--- src/rtl/pwd_pkg.sv ---
// Package: constants and carrier types for the PWM output and delay port block
package pwd_pkg;

  // Register offsets
  localparam logic [7:0] OFS_CTRL   = 8'h00;
  localparam logic [7:0] OFS_STATUS = 8'h04;
  localparam logic [7:0] OFS_LEVEL  = 8'h08;

  // Control register field positions
  localparam int CB_GPD    = 0;
  localparam int CB_AUX_ON = 1;
  localparam int CB_FMT    = 2;
  localparam int CB_DSEL   = 3;
  localparam int CB_THERM  = 5;
  localparam int CB_LPWM   = 6;
  localparam int CB_LAYOUT = 8;
  localparam int CB_RAMP   = 10;
  localparam int CB_PDOUT  = 12;

  // Field encodings
  localparam logic [1:0] DSEL_OFF        = 2'h0;
  localparam logic [1:0] DSEL_DELAY      = 2'h1;
  localparam logic [1:0] DSEL_WARN       = 2'h2;
  localparam logic [1:0] LAYOUT_FULL     = 2'h0;
  localparam logic [1:0] LAYOUT_HALF_SUB = 2'h1;
  localparam logic [1:0] LAYOUT_PARALLEL = 2'h2;
  localparam logic [1:0] RAMP_OFF        = 2'h3;

  // Values after reset
  localparam logic       RST_GPD   = 1'b1;
  localparam logic [1:0] RST_RAMP  = 2'h3;
  localparam logic [3:0] RST_PDOUT = 4'hF;

  // Serial frame layout
  localparam int         SAMPLE_W  = 24;
  localparam logic [4:0] LAST_SLOT = 5'h1F;
  localparam logic [4:0] I2S_LEAD  = 5'h01;
  localparam logic [4:0] LAST_BIT  = 5'h17;

  // Link bit clock timing
  localparam int unsigned CLK_PERIOD_NS  = 50;
  localparam int unsigned AUX_BCLK_NS    = 400;
  localparam logic [1:0]  AUX_HALF_LAST  = 2'(AUX_BCLK_NS / CLK_PERIOD_NS / 2 - 1);

  // Ramp to mid-supply bias, 255 level steps (levels 00 to FF) per full ramp
  localparam logic [7:0]  LVL_FULL     = 8'hFF;
  localparam int unsigned RAMP_STEPS   = 256;
  localparam int unsigned RAMP_MS_0    = 2160;
  localparam int unsigned RAMP_MS_1    = 2200;
  localparam int unsigned RAMP_MS_2    = 2200;
  localparam int unsigned CYC_PER_MS   = 1000000 / CLK_PERIOD_NS;
  localparam int unsigned RAMP_STEP_CYC_0 = RAMP_MS_0 * CYC_PER_MS / RAMP_STEPS;
  localparam int unsigned RAMP_STEP_CYC_1 = RAMP_MS_1 * CYC_PER_MS / RAMP_STEPS;
  localparam int unsigned RAMP_STEP_CYC_2 = RAMP_MS_2 * CYC_PER_MS / RAMP_STEPS;

  // Register port request
  typedef struct packed {
    logic [7:0]  addr;
    logic [31:0] wdata;
    logic        wr;
    logic        rd;
  } pwd_reg_req_t;

  // Stereo sample pair
  typedef struct packed {
    logic [SAMPLE_W-1:0] left;
    logic [SAMPLE_W-1:0] right;
  } pwd_stereo_t;

  // Returned delayed pair with one-cycle valid
  typedef struct packed {
    pwd_stereo_t data;
    logic        valid;
  } pwd_return_t;

  // Modulator bit streams
  typedef struct packed {
    logic ch1_p;
    logic ch1_m;
    logic ch2_p;
    logic ch2_m;
    logic sub_p;
    logic sub_m;
  } pwd_mod_t;

  // Whole state of the block
  typedef struct packed {
    logic                gpd;
    logic                aux_on;
    logic                fmt_lj;
    logic [1:0]          dsel;
    logic                therm_on;
    logic                lpwm_on;
    logic [1:0]          layout;
    logic [1:0]          ramp_sel;
    logic [3:0]          pdout;
    logic [31:0]         rdata;
    logic [1:0]          sync;
    logic [1:0]          div;
    logic                bclk;
    logic                fclk;
    logic                half;
    logic [4:0]          slot;
    logic [31:0]         tx_sh;
    logic [SAMPLE_W-1:0] rx_sh;
    logic [SAMPLE_W-1:0] rx_left;
    pwd_return_t         ret;
    logic [31:0]         ramp_cnt;
    logic                ramp_tick;
    logic [7:0]          pwm_cnt;
    logic [3:0][7:0]     lvl;
    logic [3:0]          pins;
    logic                dout;
    logic                dout_oe;
    logic                aux_dout;
    logic [1:0]          lpwm;
    logic                lpwm_oe;
    logic                warn;
  } pwd_state_t;

  localparam pwd_state_t ST_RESET = '{gpd: RST_GPD, ramp_sel: RST_RAMP, pdout: RST_PDOUT,
                                      default: '0};

endpackage

--- src/rtl/pwd_top.sv ---
// PWM output mapping, pop ramp, logic PWM drivers and delay/warning port
//
// Overview of operation
// - Delay mode sends selected source samples out, returns delayed ones inward
// - Delay link uses the aux frame and bit clocks only
// - Aux format select sets I2S or left-justified for both directions
// - Warning mode: shared input is active-low warning, delay output floats
// - External warning reaches foldback only while thermal foldback is on
// - Layout 00: two full bridges, ch1 on pins a/b, ch2 on c/d
// - Layout 01: ch1 half on a, ch2 half on b, sub full on c/d
// - Layout 10: ch1 plus on a and b, ch1 minus on c and d
// - Layout field writes count only while global power-down is set
// - Ramp enabled: powered outputs ramp linearly to and from mid bias
// - Logic PWM outputs and aux output are never ramped
// - Ramp active for any rate value except 11, which is instant
// - One ramp rate applies to all powered outputs together
// - Logic PWM outputs float until their drive enable is set
// - Logic PWM outputs skip the powered outputs' click-free ramp; held low in power-down
// - Port select chooses delay, warning or off; off floats both pins
// - Aux port on drives its clocks; off holds clocks and data low
module pwd_top #(
  parameter int unsigned RAMP_STEP_CYC_0 = pwd_pkg::RAMP_STEP_CYC_0,
  parameter int unsigned RAMP_STEP_CYC_1 = pwd_pkg::RAMP_STEP_CYC_1,
  parameter int unsigned RAMP_STEP_CYC_2 = pwd_pkg::RAMP_STEP_CYC_2
) (
  // Clock and reset
  input  wire logic                  core_clk,
  input  wire logic                  rst_n,
  // Register port
  input  wire pwd_pkg::pwd_reg_req_t reg_req,
  output logic [31:0]                reg_rdata,
  // Audio streams
  input  wire pwd_pkg::pwd_stereo_t  src_samples,
  output pwd_pkg::pwd_return_t       dly_return,
  input  wire pwd_pkg::pwd_mod_t     mod_in,
  input  wire logic [1:0]            logic_src,
  output logic                       thermal_warning_out,
  // Delay and warning port pins
  output logic                       delay_serial_out,
  output logic                       delay_serial_out_oe,
  input  wire logic                  delay_in_or_warning,
  // Aux port pins
  output logic                       aux_frame_clock,
  output logic                       aux_bit_clock,
  output logic                       aux_serial_out,
  // Powered outputs
  output logic                       power_pin_a,
  output logic                       power_pin_b,
  output logic                       power_pin_c,
  output logic                       power_pin_d,
  // Logic-level PWM outputs
  output logic                       logic_pwm_first,
  output logic                       logic_pwm_first_oe,
  output logic                       logic_pwm_second,
  output logic                       logic_pwm_second_oe
);
  import pwd_pkg::*;

  pwd_state_t  st;
  pwd_state_t  next_st;
  logic [31:0] ctrl_word;
  logic [31:0] status_word;
  logic [3:0]  ramp_done;

  // Read-back images of control and status
  assign ctrl_word = {16'h0000, st.pdout, st.ramp_sel, st.layout, 1'b0, st.lpwm_on,
                      st.therm_on, st.dsel, st.fmt_lj, st.aux_on, st.gpd};
  assign status_word = {24'h00_0000, ramp_done, 2'b00, st.warn, ~st.sync[1]};

  // Per-output ramp completion flags
  for (genvar g = 0; g < 4; g++) begin : g_done
    assign ramp_done[g] = (st.lvl[g] == LVL_FULL);
  end

  // Next-state logic for the whole block
  always_comb begin
    logic                rise;
    logic                fall;
    logic [4:0]          start;
    logic [4:0]          idx;
    logic [SAMPLE_W-1:0] rx_word;
    logic [31:0]         step;
    logic [3:0]          map;
    logic                powered;
    rise    = 1'b0;
    fall    = 1'b0;
    start   = '0;
    idx     = '0;
    rx_word = '0;
    step    = '0;
    map     = '0;
    powered = 1'b0;
    next_st = st;

    // Pin synchroniser; only the second stage is read below
    next_st.sync = {st.sync[0], delay_in_or_warning};

    // Register writes
    if (reg_req.wr) begin
      if (reg_req.addr == OFS_CTRL) begin
        next_st.gpd      = reg_req.wdata[CB_GPD];
        next_st.aux_on   = reg_req.wdata[CB_AUX_ON];
        next_st.fmt_lj   = reg_req.wdata[CB_FMT];
        next_st.dsel     = reg_req.wdata[CB_DSEL +: 2];
        next_st.therm_on = reg_req.wdata[CB_THERM];
        next_st.lpwm_on  = reg_req.wdata[CB_LPWM];
        next_st.ramp_sel = reg_req.wdata[CB_RAMP +: 2];
        next_st.pdout    = reg_req.wdata[CB_PDOUT +: 4];
        // Mapping may only move while modulators are stopped
        if (st.gpd) begin
          next_st.layout = reg_req.wdata[CB_LAYOUT +: 2];
        end
      end
    end

    // Register reads: data stand only in the cycle after the strobe
    next_st.rdata = '0;
    if (reg_req.rd) begin
      if (reg_req.addr == OFS_CTRL) begin
        next_st.rdata = ctrl_word;
      end else if (reg_req.addr == OFS_STATUS) begin
        next_st.rdata = status_word;
      end else if (reg_req.addr == OFS_LEVEL) begin
        next_st.rdata = st.lvl;
      end
    end

    // Aux clock master; the delay link rides on these same clocks
    if (!st.aux_on) begin
      next_st.div   = '0;
      next_st.bclk  = 1'b0;
      next_st.fclk  = 1'b0;
      next_st.half  = 1'b0;
      next_st.slot  = '0;
      next_st.tx_sh = '0;
    end else if (st.div == AUX_HALF_LAST) begin
      next_st.div  = '0;
      next_st.bclk = ~st.bclk;
      rise         = ~st.bclk;
      fall         = st.bclk;
    end else begin
      next_st.div = st.div + 2'h1;
    end

    // I2S leads data by one bit after the frame edge, left-justified does not
    start = st.fmt_lj ? 5'h00 : I2S_LEAD;
    idx   = 5'(st.slot - start);

    // Transmit on falling bit clock, MSB first
    if (fall) begin
      next_st.slot = st.slot + 5'h01;
      if (st.slot == LAST_SLOT) begin
        next_st.half = ~st.half;
      end
      // I2S: left while frame low; left-justified: left while frame high
      next_st.fclk = next_st.half ^ st.fmt_lj;
      if (next_st.slot == start) begin
        next_st.tx_sh = {next_st.half ? src_samples.right : src_samples.left, 8'h00};
      end else begin
        next_st.tx_sh = st.tx_sh << 1;
      end
    end

    // Receive on rising bit clock; a pair is handed inward after the right word
    next_st.ret.valid = 1'b0;
    if (rise && idx <= LAST_BIT) begin
      rx_word       = {st.rx_sh[SAMPLE_W-2:0], st.sync[1]};
      next_st.rx_sh = rx_word;
      if (idx == LAST_BIT) begin
        if (!st.half) begin
          next_st.rx_left = rx_word;
        end else if (st.dsel == DSEL_DELAY) begin
          next_st.ret.data  = '{left: st.rx_left, right: rx_word};
          next_st.ret.valid = 1'b1;
        end
      end
    end

    // Delay/warning pins; anything but delay mode floats the output
    next_st.dout_oe  = (st.dsel == DSEL_DELAY);
    next_st.dout     = (st.dsel == DSEL_DELAY) && st.aux_on && st.tx_sh[31];
    next_st.aux_dout = st.aux_on && st.tx_sh[31];
    // Warning is active low and only reaches foldback when enabled
    next_st.warn = (st.dsel == DSEL_WARN) && st.therm_on && !st.sync[1];

    // One shared step timer sets the rate for every output
    case (st.ramp_sel)
      2'h1:    step = RAMP_STEP_CYC_1;
      2'h2:    step = RAMP_STEP_CYC_2;
      default: step = RAMP_STEP_CYC_0;
    endcase
    next_st.ramp_tick = 1'b0;
    if (st.ramp_cnt + 32'h0000_0001 >= step) begin
      next_st.ramp_cnt  = '0;
      next_st.ramp_tick = 1'b1;
    end else begin
      next_st.ramp_cnt = st.ramp_cnt + 32'h0000_0001;
    end
    next_st.pwm_cnt = st.pwm_cnt + 8'h01;

    // Pin mapping; reserved layout falls back to two full bridges
    case (st.layout)
      LAYOUT_HALF_SUB: map = {mod_in.sub_m, mod_in.sub_p, mod_in.ch2_p, mod_in.ch1_p};
      LAYOUT_PARALLEL: map = {mod_in.ch1_m, mod_in.ch1_m, mod_in.ch1_p, mod_in.ch1_p};
      default:         map = {mod_in.ch2_m, mod_in.ch2_p, mod_in.ch1_m, mod_in.ch1_p};
    endcase

    // Ramp each powered output; below full level the pin carries a bias PWM
    // whose duty tracks the level, so it tops out at half duty (mid supply)
    for (int i = 0; i < 4; i++) begin
      powered = !st.gpd && !st.pdout[i];
      if (st.ramp_sel == RAMP_OFF) begin
        next_st.lvl[i] = powered ? LVL_FULL : 8'h00;
      end else if (st.ramp_tick) begin
        if (powered && st.lvl[i] != LVL_FULL) begin
          next_st.lvl[i] = st.lvl[i] + 8'h01;
        end else if (!powered && st.lvl[i] != 8'h00) begin
          next_st.lvl[i] = st.lvl[i] - 8'h01;
        end
      end
      if (powered && st.lvl[i] == LVL_FULL) begin
        next_st.pins[i] = map[i];
      end else begin
        next_st.pins[i] = (st.pwm_cnt < {1'b0, st.lvl[i][7:1]});
      end
    end

    // Logic PWM: no ramp, held low while modulators are stopped, like the
    // powered pins at instant start; drivers float until enabled
    next_st.lpwm    = st.gpd ? 2'b00 : logic_src;
    next_st.lpwm_oe = st.lpwm_on;
  end

  // State register
  always_ff @(posedge core_clk or negedge rst_n) begin
    if (!rst_n) begin
      st <= ST_RESET;
    end else begin
      st <= next_st;
    end
  end

  // Outputs come straight from state flops
  assign reg_rdata           = st.rdata;
  assign dly_return          = st.ret;
  assign thermal_warning_out = st.warn;
  assign delay_serial_out    = st.dout;
  assign delay_serial_out_oe = st.dout_oe;
  assign aux_frame_clock     = st.fclk;
  assign aux_bit_clock       = st.bclk;
  assign aux_serial_out      = st.aux_dout;
  assign power_pin_a         = st.pins[0];
  assign power_pin_b         = st.pins[1];
  assign power_pin_c         = st.pins[2];
  assign power_pin_d         = st.pins[3];
  assign logic_pwm_first     = st.lpwm[0];
  assign logic_pwm_second    = st.lpwm[1];
  assign logic_pwm_first_oe  = st.lpwm_oe;
  assign logic_pwm_second_oe = st.lpwm_oe;
endmodule

--- config.mk ---
export PLATFORM = sky130hd
export DESIGN_NAME = pwd_top
export DESIGN_NICKNAME = d
export VERILOG_FILES = /design/src/rtl/pwd_pkg.sv /design/src/rtl/pwd_top.sv
export SDC_FILE = /design/constraint.sdc
export NUM_CORES = 1
export LEC_CHECK = 0
export ABC_AREA = 1
export BUFFER_PORTS_ARGS = -buffer_cell sky130_fd_sc_hd__buf_4
export CORE_MARGIN = 1
export CORE_UTILIZATION = 30
export CTS_CLUSTER_SIZE = 20
export DETAILED_ROUTE_END_ITERATION = 6
export MAX_ROUTING_LAYER = met4
export SLEW_MARGIN = 20
export SYNTH_ARGS = -nofsm -noshare
export SYNTH_HDL_FRONTEND = slang
export SYNTH_SLANG_ARGS = --single-unit
--- constraint.sdc ---
create_clock -name core_clk -period 3.4 [get_ports core_clk]
set_input_delay 0.51 -clock core_clk [delete_from_list [all_inputs] [get_ports core_clk]]
set_output_delay 0.51 -clock core_clk [all_outputs]
set_load 0.02 [all_outputs]
==> summary.txt, run 1 <==
Outcome
  – Status: finished clean

Clock tree
  – Clock sinks: 270
  – CTS buffer count: 31
  – Reg clk slew, reported paths: about 0.06 ns
  – Clk Latency, worst-skew pair: a little under 0.6 ns
  – CTS root buf: clkbuf_16
  – Total number of H-tree levels: 1
  – CTS tree: built
  – Hold_buf cts: 0
  – Gates resized, CTS repair: 0
  – Clock Path Buffers: 3
  – Setup bufs post-CTS: 0

Floorplan
  – I/O Pins: slightly below 200
  – Die Span Y: ~220 um
  – Row count: 79
  – Starting Density: 0.304
  – Core Region: about 0.047 mm2
  – Die footprint: between 0.04 and 0.05 mm2
  – Die X: approximately 220 um

Routing
  – Initial DRC Count: approximately 800
  – Drt wl/cell: around 14 um
  – Post-Route WL: between 30000 and 40000 um
  – DRT Pass-1 Iters: 5
  – Vias: between 10000 and 15000
  – Vias/cell: 4.67
  – # DRC: 0
  – Final ANT Viol Nets: 0

Global route
  – First-pass GRT wire length: ~57000 um
  – Vias in the first global route: between 10000 and 15000
  – Largest net degree at the start of global routing: roughly 110
  – Gr usage total: 0.153
  – Total global routing overflow: 0
  – Initial antenna violation count: 0

Placed design
  – DP Wirelength: 25300 um
  – GP Congestion: 0.897
  – Port Buf Inserts: about 180

Power
  – Power Density: roughly 630 mW/mm2
  – Worst vdd ir: 0.423 mV
  – Pleak: about 8.3 nW

Yosys
  – Register bit count reported by yosys: 270
  – Ys flop type: dfrtp_1
  – Mapped Area: between 0.01 and 0.015 mm2
  – Netlist cell types: 47
  – Post-synth EDFFs: 0
  – Ys Warns: 0
  – Post-synthesis sequential area ratio: 0.478
  – Syn avg cell area: 8.18 um2
  – Synth async-reset ratio: 1.00
  – Synth Instances: about 1700

Worst setup path
  – Critical Path AT: around 3.4 ns
  – Critical Path Sink: st[33]$_DFFE_PN0P_
  – Worst setup EP type: register
  – Crit Reg-Reg Startpoint: st[28]$_DFFE_PN0P_
  – Startpoint types: register
  – Worst Setup SP: st[28]$_DFFE_PN0P_
  – RR Endpoint: st[33]$_DFFE_PN0P_
  – R2R Setup Slk: about 0.42 ns
  – Required time of the critical path: about 3.8 ns
  – Worst-case reg-to-reg path depth: 11
  – Crit path kind: reg -> reg
  – Critical Path Fanout Max: 9

Timing
  – Final max-slew violation count: 0
  – Fin crit period: slightly below 3 ns
  – RSZ-0062 raised after global routing: false
  – Fmax: around 0.34 GHz
  – Final hold violations: 0
  – Final setup viols: 0
  – Max Clock Skew: about 0.011 ns
  – Setup TNS Final: 0 ns
  – Worst-Margin Slew: approximately 1.1 ns
  – Tcrit/Tclk final: 0.876
  – Slew margin rel.: 0.264

Cells and area
  – Filler instances: 4744
  – Most frequent cells in the layout: 478 x nand2_1, 263 x dfrtp_1, 190 x buf_4
  – Fin util: 0.360
  – Inserted Diodes: 0
  – Commonest non-fill, non-tap cell in the layout: nand2_1
  – Nets: ~2000
  – Layout cells sized above 1: 0.149
  – Area growth from synthesis to layout: 18.4%

Min path
  – Hold Path Class: in -> async

Job
  – Max-cap violations: 0
-- cell families after synthesis --
| family | count (synthesis) | share of synthesized area |
|---|---|---|
| simple gates | 741 | 0.215 |
| other cells | 1 | 0.000265 |
| buf+inv | 302 | 0.103 |
| compound gates | 325 | 0.127 |
| flops | 270 | 0.478 |
| fa+ha+maj | 68 | 0.0623 |
| xor+xnor | 22 | 0.0136 |
-- report_power, final --
part / switching, mW / internal, mW
registers: 0.360 / 3.64
logic: 1.83 / 1.07
clock network: 1.39 / 2.19
total: 3.57 / 6.90
-- final cells by class --
cell class                      count  area, um2  share of cell area
Clock buffer                       40        870              0.0519
Sequential cell                   270       6770               0.404
Tap cell                          607        759              0.0453
Multi-Input combinational cell   1170       5980               0.357
Clock inverter                     17        240              0.0143
Timing Repair Buffer              194       1500              0.0896
Inverter                          169        634              0.0379
-- cell usage after synthesis, types with 2 or more instances --
| cell | n | area [um2] |
|---|---|---|
| buf_4 | 82 | 616 |
| inv_1 | 165 | 619 |
| o31ai_1 | 2 | 15.0 |
| nor3_1 | 24 | 120 |
| clkbuf_1 | 42 | 158 |
| a211oi_1 | 2 | 15.0 |
| buf_2 | 5 | 25.0 |
| a21boi_0 | 5 | 37.5 |
| nand4_1 | 18 | 113 |
| o32ai_1 | 5 | 43.8 |
| and2_1 | 4 | 25.0 |
| inv_2 | 3 | 11.3 |
| a22oi_1 | 30 | 225 |
| nor2_2 | 10 | 62.6 |
| nand3_1 | 78 | 390 |
| o221ai_1 | 2 | 17.5 |
| nand3b_1 | 5 | 37.5 |
| dfstp_2 | 7 | 184 |
| o211ai_1 | 6 | 45.0 |
| fa_1 | 4 | 80.1 |
| o21ai_0 | 147 | 736 |
| nor2_1 | 113 | 424 |
| ha_1 | 64 | 801 |
| nand2_1 | 479 | 1800 |
| xor2_1 | 14 | 123 |
| o21bai_1 | 2 | 15.0 |
| buf_1 | 3 | 11.3 |
| dfrtp_1 | 263 | 6580 |
| a21oi_1 | 114 | 571 |
| xnor2_1 | 8 | 70.1 |
| nand2_2 | 3 | 18.8 |
| o22ai_1 | 4 | 25.0 |
| a21o_1 | 2 | 15.0 |
-- worst min-delay path by stage --
stage	cells after the start	to	slack (ns)
floorplan	0	aux_bit_clock$_DFFE_PN0P_	0.21
global placement	0	st[224]$_DFF_PN0_	0.34
finish	1	st[48]$_DFF_PN0_	0.006
CTS	1	next_st[224]$_DFF_PN0_	0.01
detailed placement	0	st[224]$_DFF_PN0_	0.35
global route	1	next_st[224]$_DFF_PN0_	0.02
-- flip-flops by register name (all words and copies together), names as in the netlist, 15 cells and up --
name        count
dly_return     49
reg_rdata      32
ctrl_word      15
st            160
-- worst max-delay path, stage by stage (launching register included) --
cell	delay [ns]
dfrtp_1	0.44
nand4_1	0.23
o21ai_0	0.92
ha_1	0.44
a21oi_1	0.17
nand2_1	0.10
nand2_1	0.07
nand2_1	0.05
a21oi_1	0.15
nor2_1	0.05
o21ai_0	0.15
a22oi_1	0.08
-- per-stage QoR --
stage | cell area [um2] | total power, mW | cells | hold slack (ns) | setup WS [ns]
floorplan | 14200 | 6.07 | 1742 | 0.214 | 0.893
global placement | 15600 | 6.84 | 2410 | 0.335 | 0.480
detailed placement | 15600 | 6.94 | 2410 | 0.347 | 0.460
CTS | 16700 | 10.6 | 2467 | 0.0110 | 0.453
global route | 16700 | 11.2 | 2467 | 0.0154 | 0.226
finish | 16700 | 10.5 | 2467 | 0.00610 | 0.422
-- routing by layer --
metal | global-route usage | routed length (um)
met1 | 0.205 | 16600
met2 | 0.234 | 15900
met3 | 0.0229 | 1930
met4 | 0.0516 | 944
met5 | - | 0
(Power assumes the default switching activity.)
==> run 2, diff against run 1 <==
--- a/config.mk
+++ b/config.mk
@@ -12,6 +12,7 @@
 export CTS_CLUSTER_SIZE = 20
 export DETAILED_ROUTE_END_ITERATION = 6
 export MAX_ROUTING_LAYER = met4
+export RECOVER_POWER = 50
 export SLEW_MARGIN = 20
 export SYNTH_ARGS = -nofsm -noshare
 export SYNTH_HDL_FRONTEND = slang
==> run 2 against run 1 <==
Against the previous run: the run now ends with capacitance limit, slew limit left; sequential cell count did not move; combinational power barely moved; die area unchanged; highest routed layer unchanged; worst setup slack gained 0.0086 ns; critical path depth stayed put; sequential share of layout area rose by 0.094 points; clock power barely moved; first-iteration DRC count grew 4.0%; wire length is 0.22% lower; cell area is 0.23% lower.
==> summary.txt, run 2 (synthesis results as in run 1) <==
Routing
  – Drt wl/cell: 14.3 um (-0.22%)
  – # DRC: 0 (unchanged)
  – Vias: 11495 (-0.15%)
  – DRT Pass-1 Iters: 5 (unchanged)
  – Final ANT Viol Nets: 0 (unchanged)
  – Post-Route WL: 35300 um (-0.22%)
  – Initial DRC Count: 839 (+4.0%)
  – Vias/cell: 4.66 (-0.15%)

Cells and area
  – Area growth from synthesis to layout: 18.1%
  – Nets: 2005 (unchanged)
  – Register area: 0.00677 mm2 (unchanged)
  – Commonest non-fill, non-tap cell in the layout: nand2_1
  – Filler instances: 4753 (+0.19%)
  – Inserted Diodes: 0 (unchanged)
  – Layout cells sized above 1: 0.145 (-0.00430)
  – Multi-input gate area: 0.00598 mm2 (unchanged)
  – Largest Register: st
  – Most frequent cells in the layout: 478 x nand2_1, 263 x dfrtp_1, 181 x buf_4
  – Max FFs per register: 160 (unchanged)
  – Design Area, Final: 0.0167 mm2 (-0.23%)

Power
  – Worst vdd ir: 0.424 mV (about the same)
  – Int Pwr: 6.90 mW (about the same)
  – Sw Pwr: 3.56 mW (-0.23%)
  – Part of the power in registers: 0.382 (about the same)
  – Switching share of power: 0.341 (-0.000460)
  – Power share of the clock group: 0.341 (about the same)
  – Power Density: 626 mW/mm2 (+0.14%)
  – Combinational share of power: 0.277 (about the same)
  – Pleak: 8.27 nW (-0.40%)

Placed design
  – Dpl ws: 0.460 ns (unchanged)
  – GP Congestion: 0.897 (unchanged)
  – DP Wirelength: 25300 um (unchanged)
  – Area after DPL: 0.0156 mm2 (unchanged)
  – Port Buf Inserts: 178 (unchanged)

Global route
  – Initial antenna violation count: 0 (unchanged)
  – First-pass GRT wire length: 57500 um (unchanged)
  – Largest net degree at the start of global routing: 109 (unchanged)
  – Gr usage total: 0.153 (unchanged)
  – Vias in the first global route: 11170 (unchanged)
  – Total global routing overflow: 0 (unchanged)

Floorplan
  – Die Span Y: 219 um (unchanged)
  – I/O Pins: 196 (unchanged)
  – Die footprint: 0.0480 mm2 (unchanged)
  – Row count: 79 (unchanged)
  – Core Region: 0.0466 mm2 (unchanged)
  – Die X: 219 um (unchanged)
  – Starting Density: 0.304 (unchanged)

Timing
  – Final hold violations: 0 (unchanged)
  – Max Clock Skew: 0.0118 ns (+0.00108 ns)
  – Slew margin rel.: -0.912 (-1.18)
  – RSZ-0062 raised after global routing: false
  – Tcrit/Tclk final: 0.873 (-0.00252)
  – Final WS setup: 0.431 ns (+0.00856 ns)
  – Worst-Margin Slew: 2.87 ns (+1.78 ns)
  – Worst hold slack: 0.0780 ns (+0.0719 ns)
  – Final setup viols: 0 (unchanged)
  – Fmax: 0.337 GHz (+0.29%)
  – Setup TNS Final: 0 ns (unchanged)
  – Final max-slew violation count: 106 (+106)
  – Fin crit period: 2.97 ns (-0.00856 ns)

Clock tree
  – Gates resized, CTS repair: 0 (unchanged)
  – CTS root buf: clkbuf_16
  – Total number of H-tree levels: 1 (unchanged)
  – Clock Path Buffers: 3 (unchanged)
  – CTS tree: built
  – Clock sinks: 270 (unchanged)
  – Clk Latency, worst-skew pair: 0.58 ns (about the same)
  – Setup bufs post-CTS: 0 (unchanged)
  – Reg clk slew, reported paths: 0.06 ns (about the same)
  – CTS buffer count: 31 (unchanged)
  – Hold_buf cts: 0 (unchanged)

Outcome
  – Status: finished, violations left
  – Violated checks: capacitance limit, slew limit

Worst setup path
  – Worst setup EP type: register
  – R2R Setup Slk: 0.43 ns (about the same)
  – Number of cells on the critical path: 11 (unchanged)
  – Crit Reg-Reg Startpoint: st[28]$_DFFE_PN0P_
  – RR Endpoint: st[33]$_DFFE_PN0P_
  – Crit path kind: reg -> reg
  – Startpoint types: register
  – CP max-delay cell: o21ai_0
  – CP top delay family: compound AO/OA/AOI/OAI gates
  – Critical Path AT: 3.41 ns (about the same)
  – Most used cell, CP: nand2_1
  – Critical-path cell list: nand4_1 > o21ai_0 > ha_1 > a21oi_1 > nand2_1 > nand2_1 > nand2_1 > a21oi_1 > nor2_1 > o21ai_0 > a22oi_1
  – Critical Path Fanout Max: 9 (unchanged)
  – Crit path buf inv count: 0 (unchanged)
  – Required time of the critical path: 3.84 ns (about the same)
  – CP peak stage delay: 0.92 ns (about the same)
  – Worst-case reg-to-reg path depth: 11 (unchanged)

Min path
  – Worst Hold Path EP: next_st[224]$_DFF_PN0_
  – HP Start: delay_in_or_warning
  – Hold Path Stages: 1
  – Hold Path Class: in -> reg

Job
  – Max-cap violations: 1 (+1)
==> run 2: how the worst max path moves through the flow <==
stage / start / end / slack, ns
after floorplan: st[28]$_DFFE_PN0P_ / st[33]$_DFFE_PN0P_ / 0.89
after global placement: st[28]$_DFFE_PN0P_ / st[33]$_DFFE_PN0P_ / 0.48
after detailed placement: st[28]$_DFFE_PN0P_ / st[33]$_DFFE_PN0P_ / 0.46
after CTS: st[28]$_DFFE_PN0P_ / st[33]$_DFFE_PN0P_ / 0.45
after global routing: ctrl_word[0]$_DFFE_PN1P_ / st[33]$_DFFE_PN0P_ / 0.21
final: st[28]$_DFFE_PN0P_ / st[33]$_DFFE_PN0P_ / 0.43
==> run 2: cell type report <==
type | count | share of cell area
clock inverter | 17 | 0.0144
sequential | 270 | 0.405
clock buffer | 40 | 0.0520
inverter | 169 | 0.0380
timing repair buffer | 194 | 0.0875
multi-input combinational | 1170 | 0.358
tap | 607 | 0.0455
==> run 2: through the flow <==
stage / util / cells / power, mW
4_1_cts: 0.360 / 2467 / 10.6
5_1_grt: 0.359 / 2467 / 11.2
2_1_floorplan: - / 1742 / 6.07
3_3_place_gp: 0.336 / 2410 / 6.84
6_report: 0.359 / 2467 / 10.5
3_5_place_dp: 0.336 / 2410 / 6.94
==> run 2: metal layers <==
layer	global-route usage	wire [um]	up-vias
li1	-	-	5755
met2	0.234	16000	275
met4	0.0516	953	0
met1	0.205	16400	5405
met3	0.0229	2000	60
met5	-	0	-
==> run 2: power groups by stage <==
stage	Combinational [mW]	Clock, mW	Sequential, mW
after global placement	2.81	0	4.03
after global routing	3.37	3.79	4.05
after detailed placement	2.89	0	4.05
after CTS	2.92	3.66	3.99
after floorplan	2.08	0	3.98
final	2.90	3.57	4.00
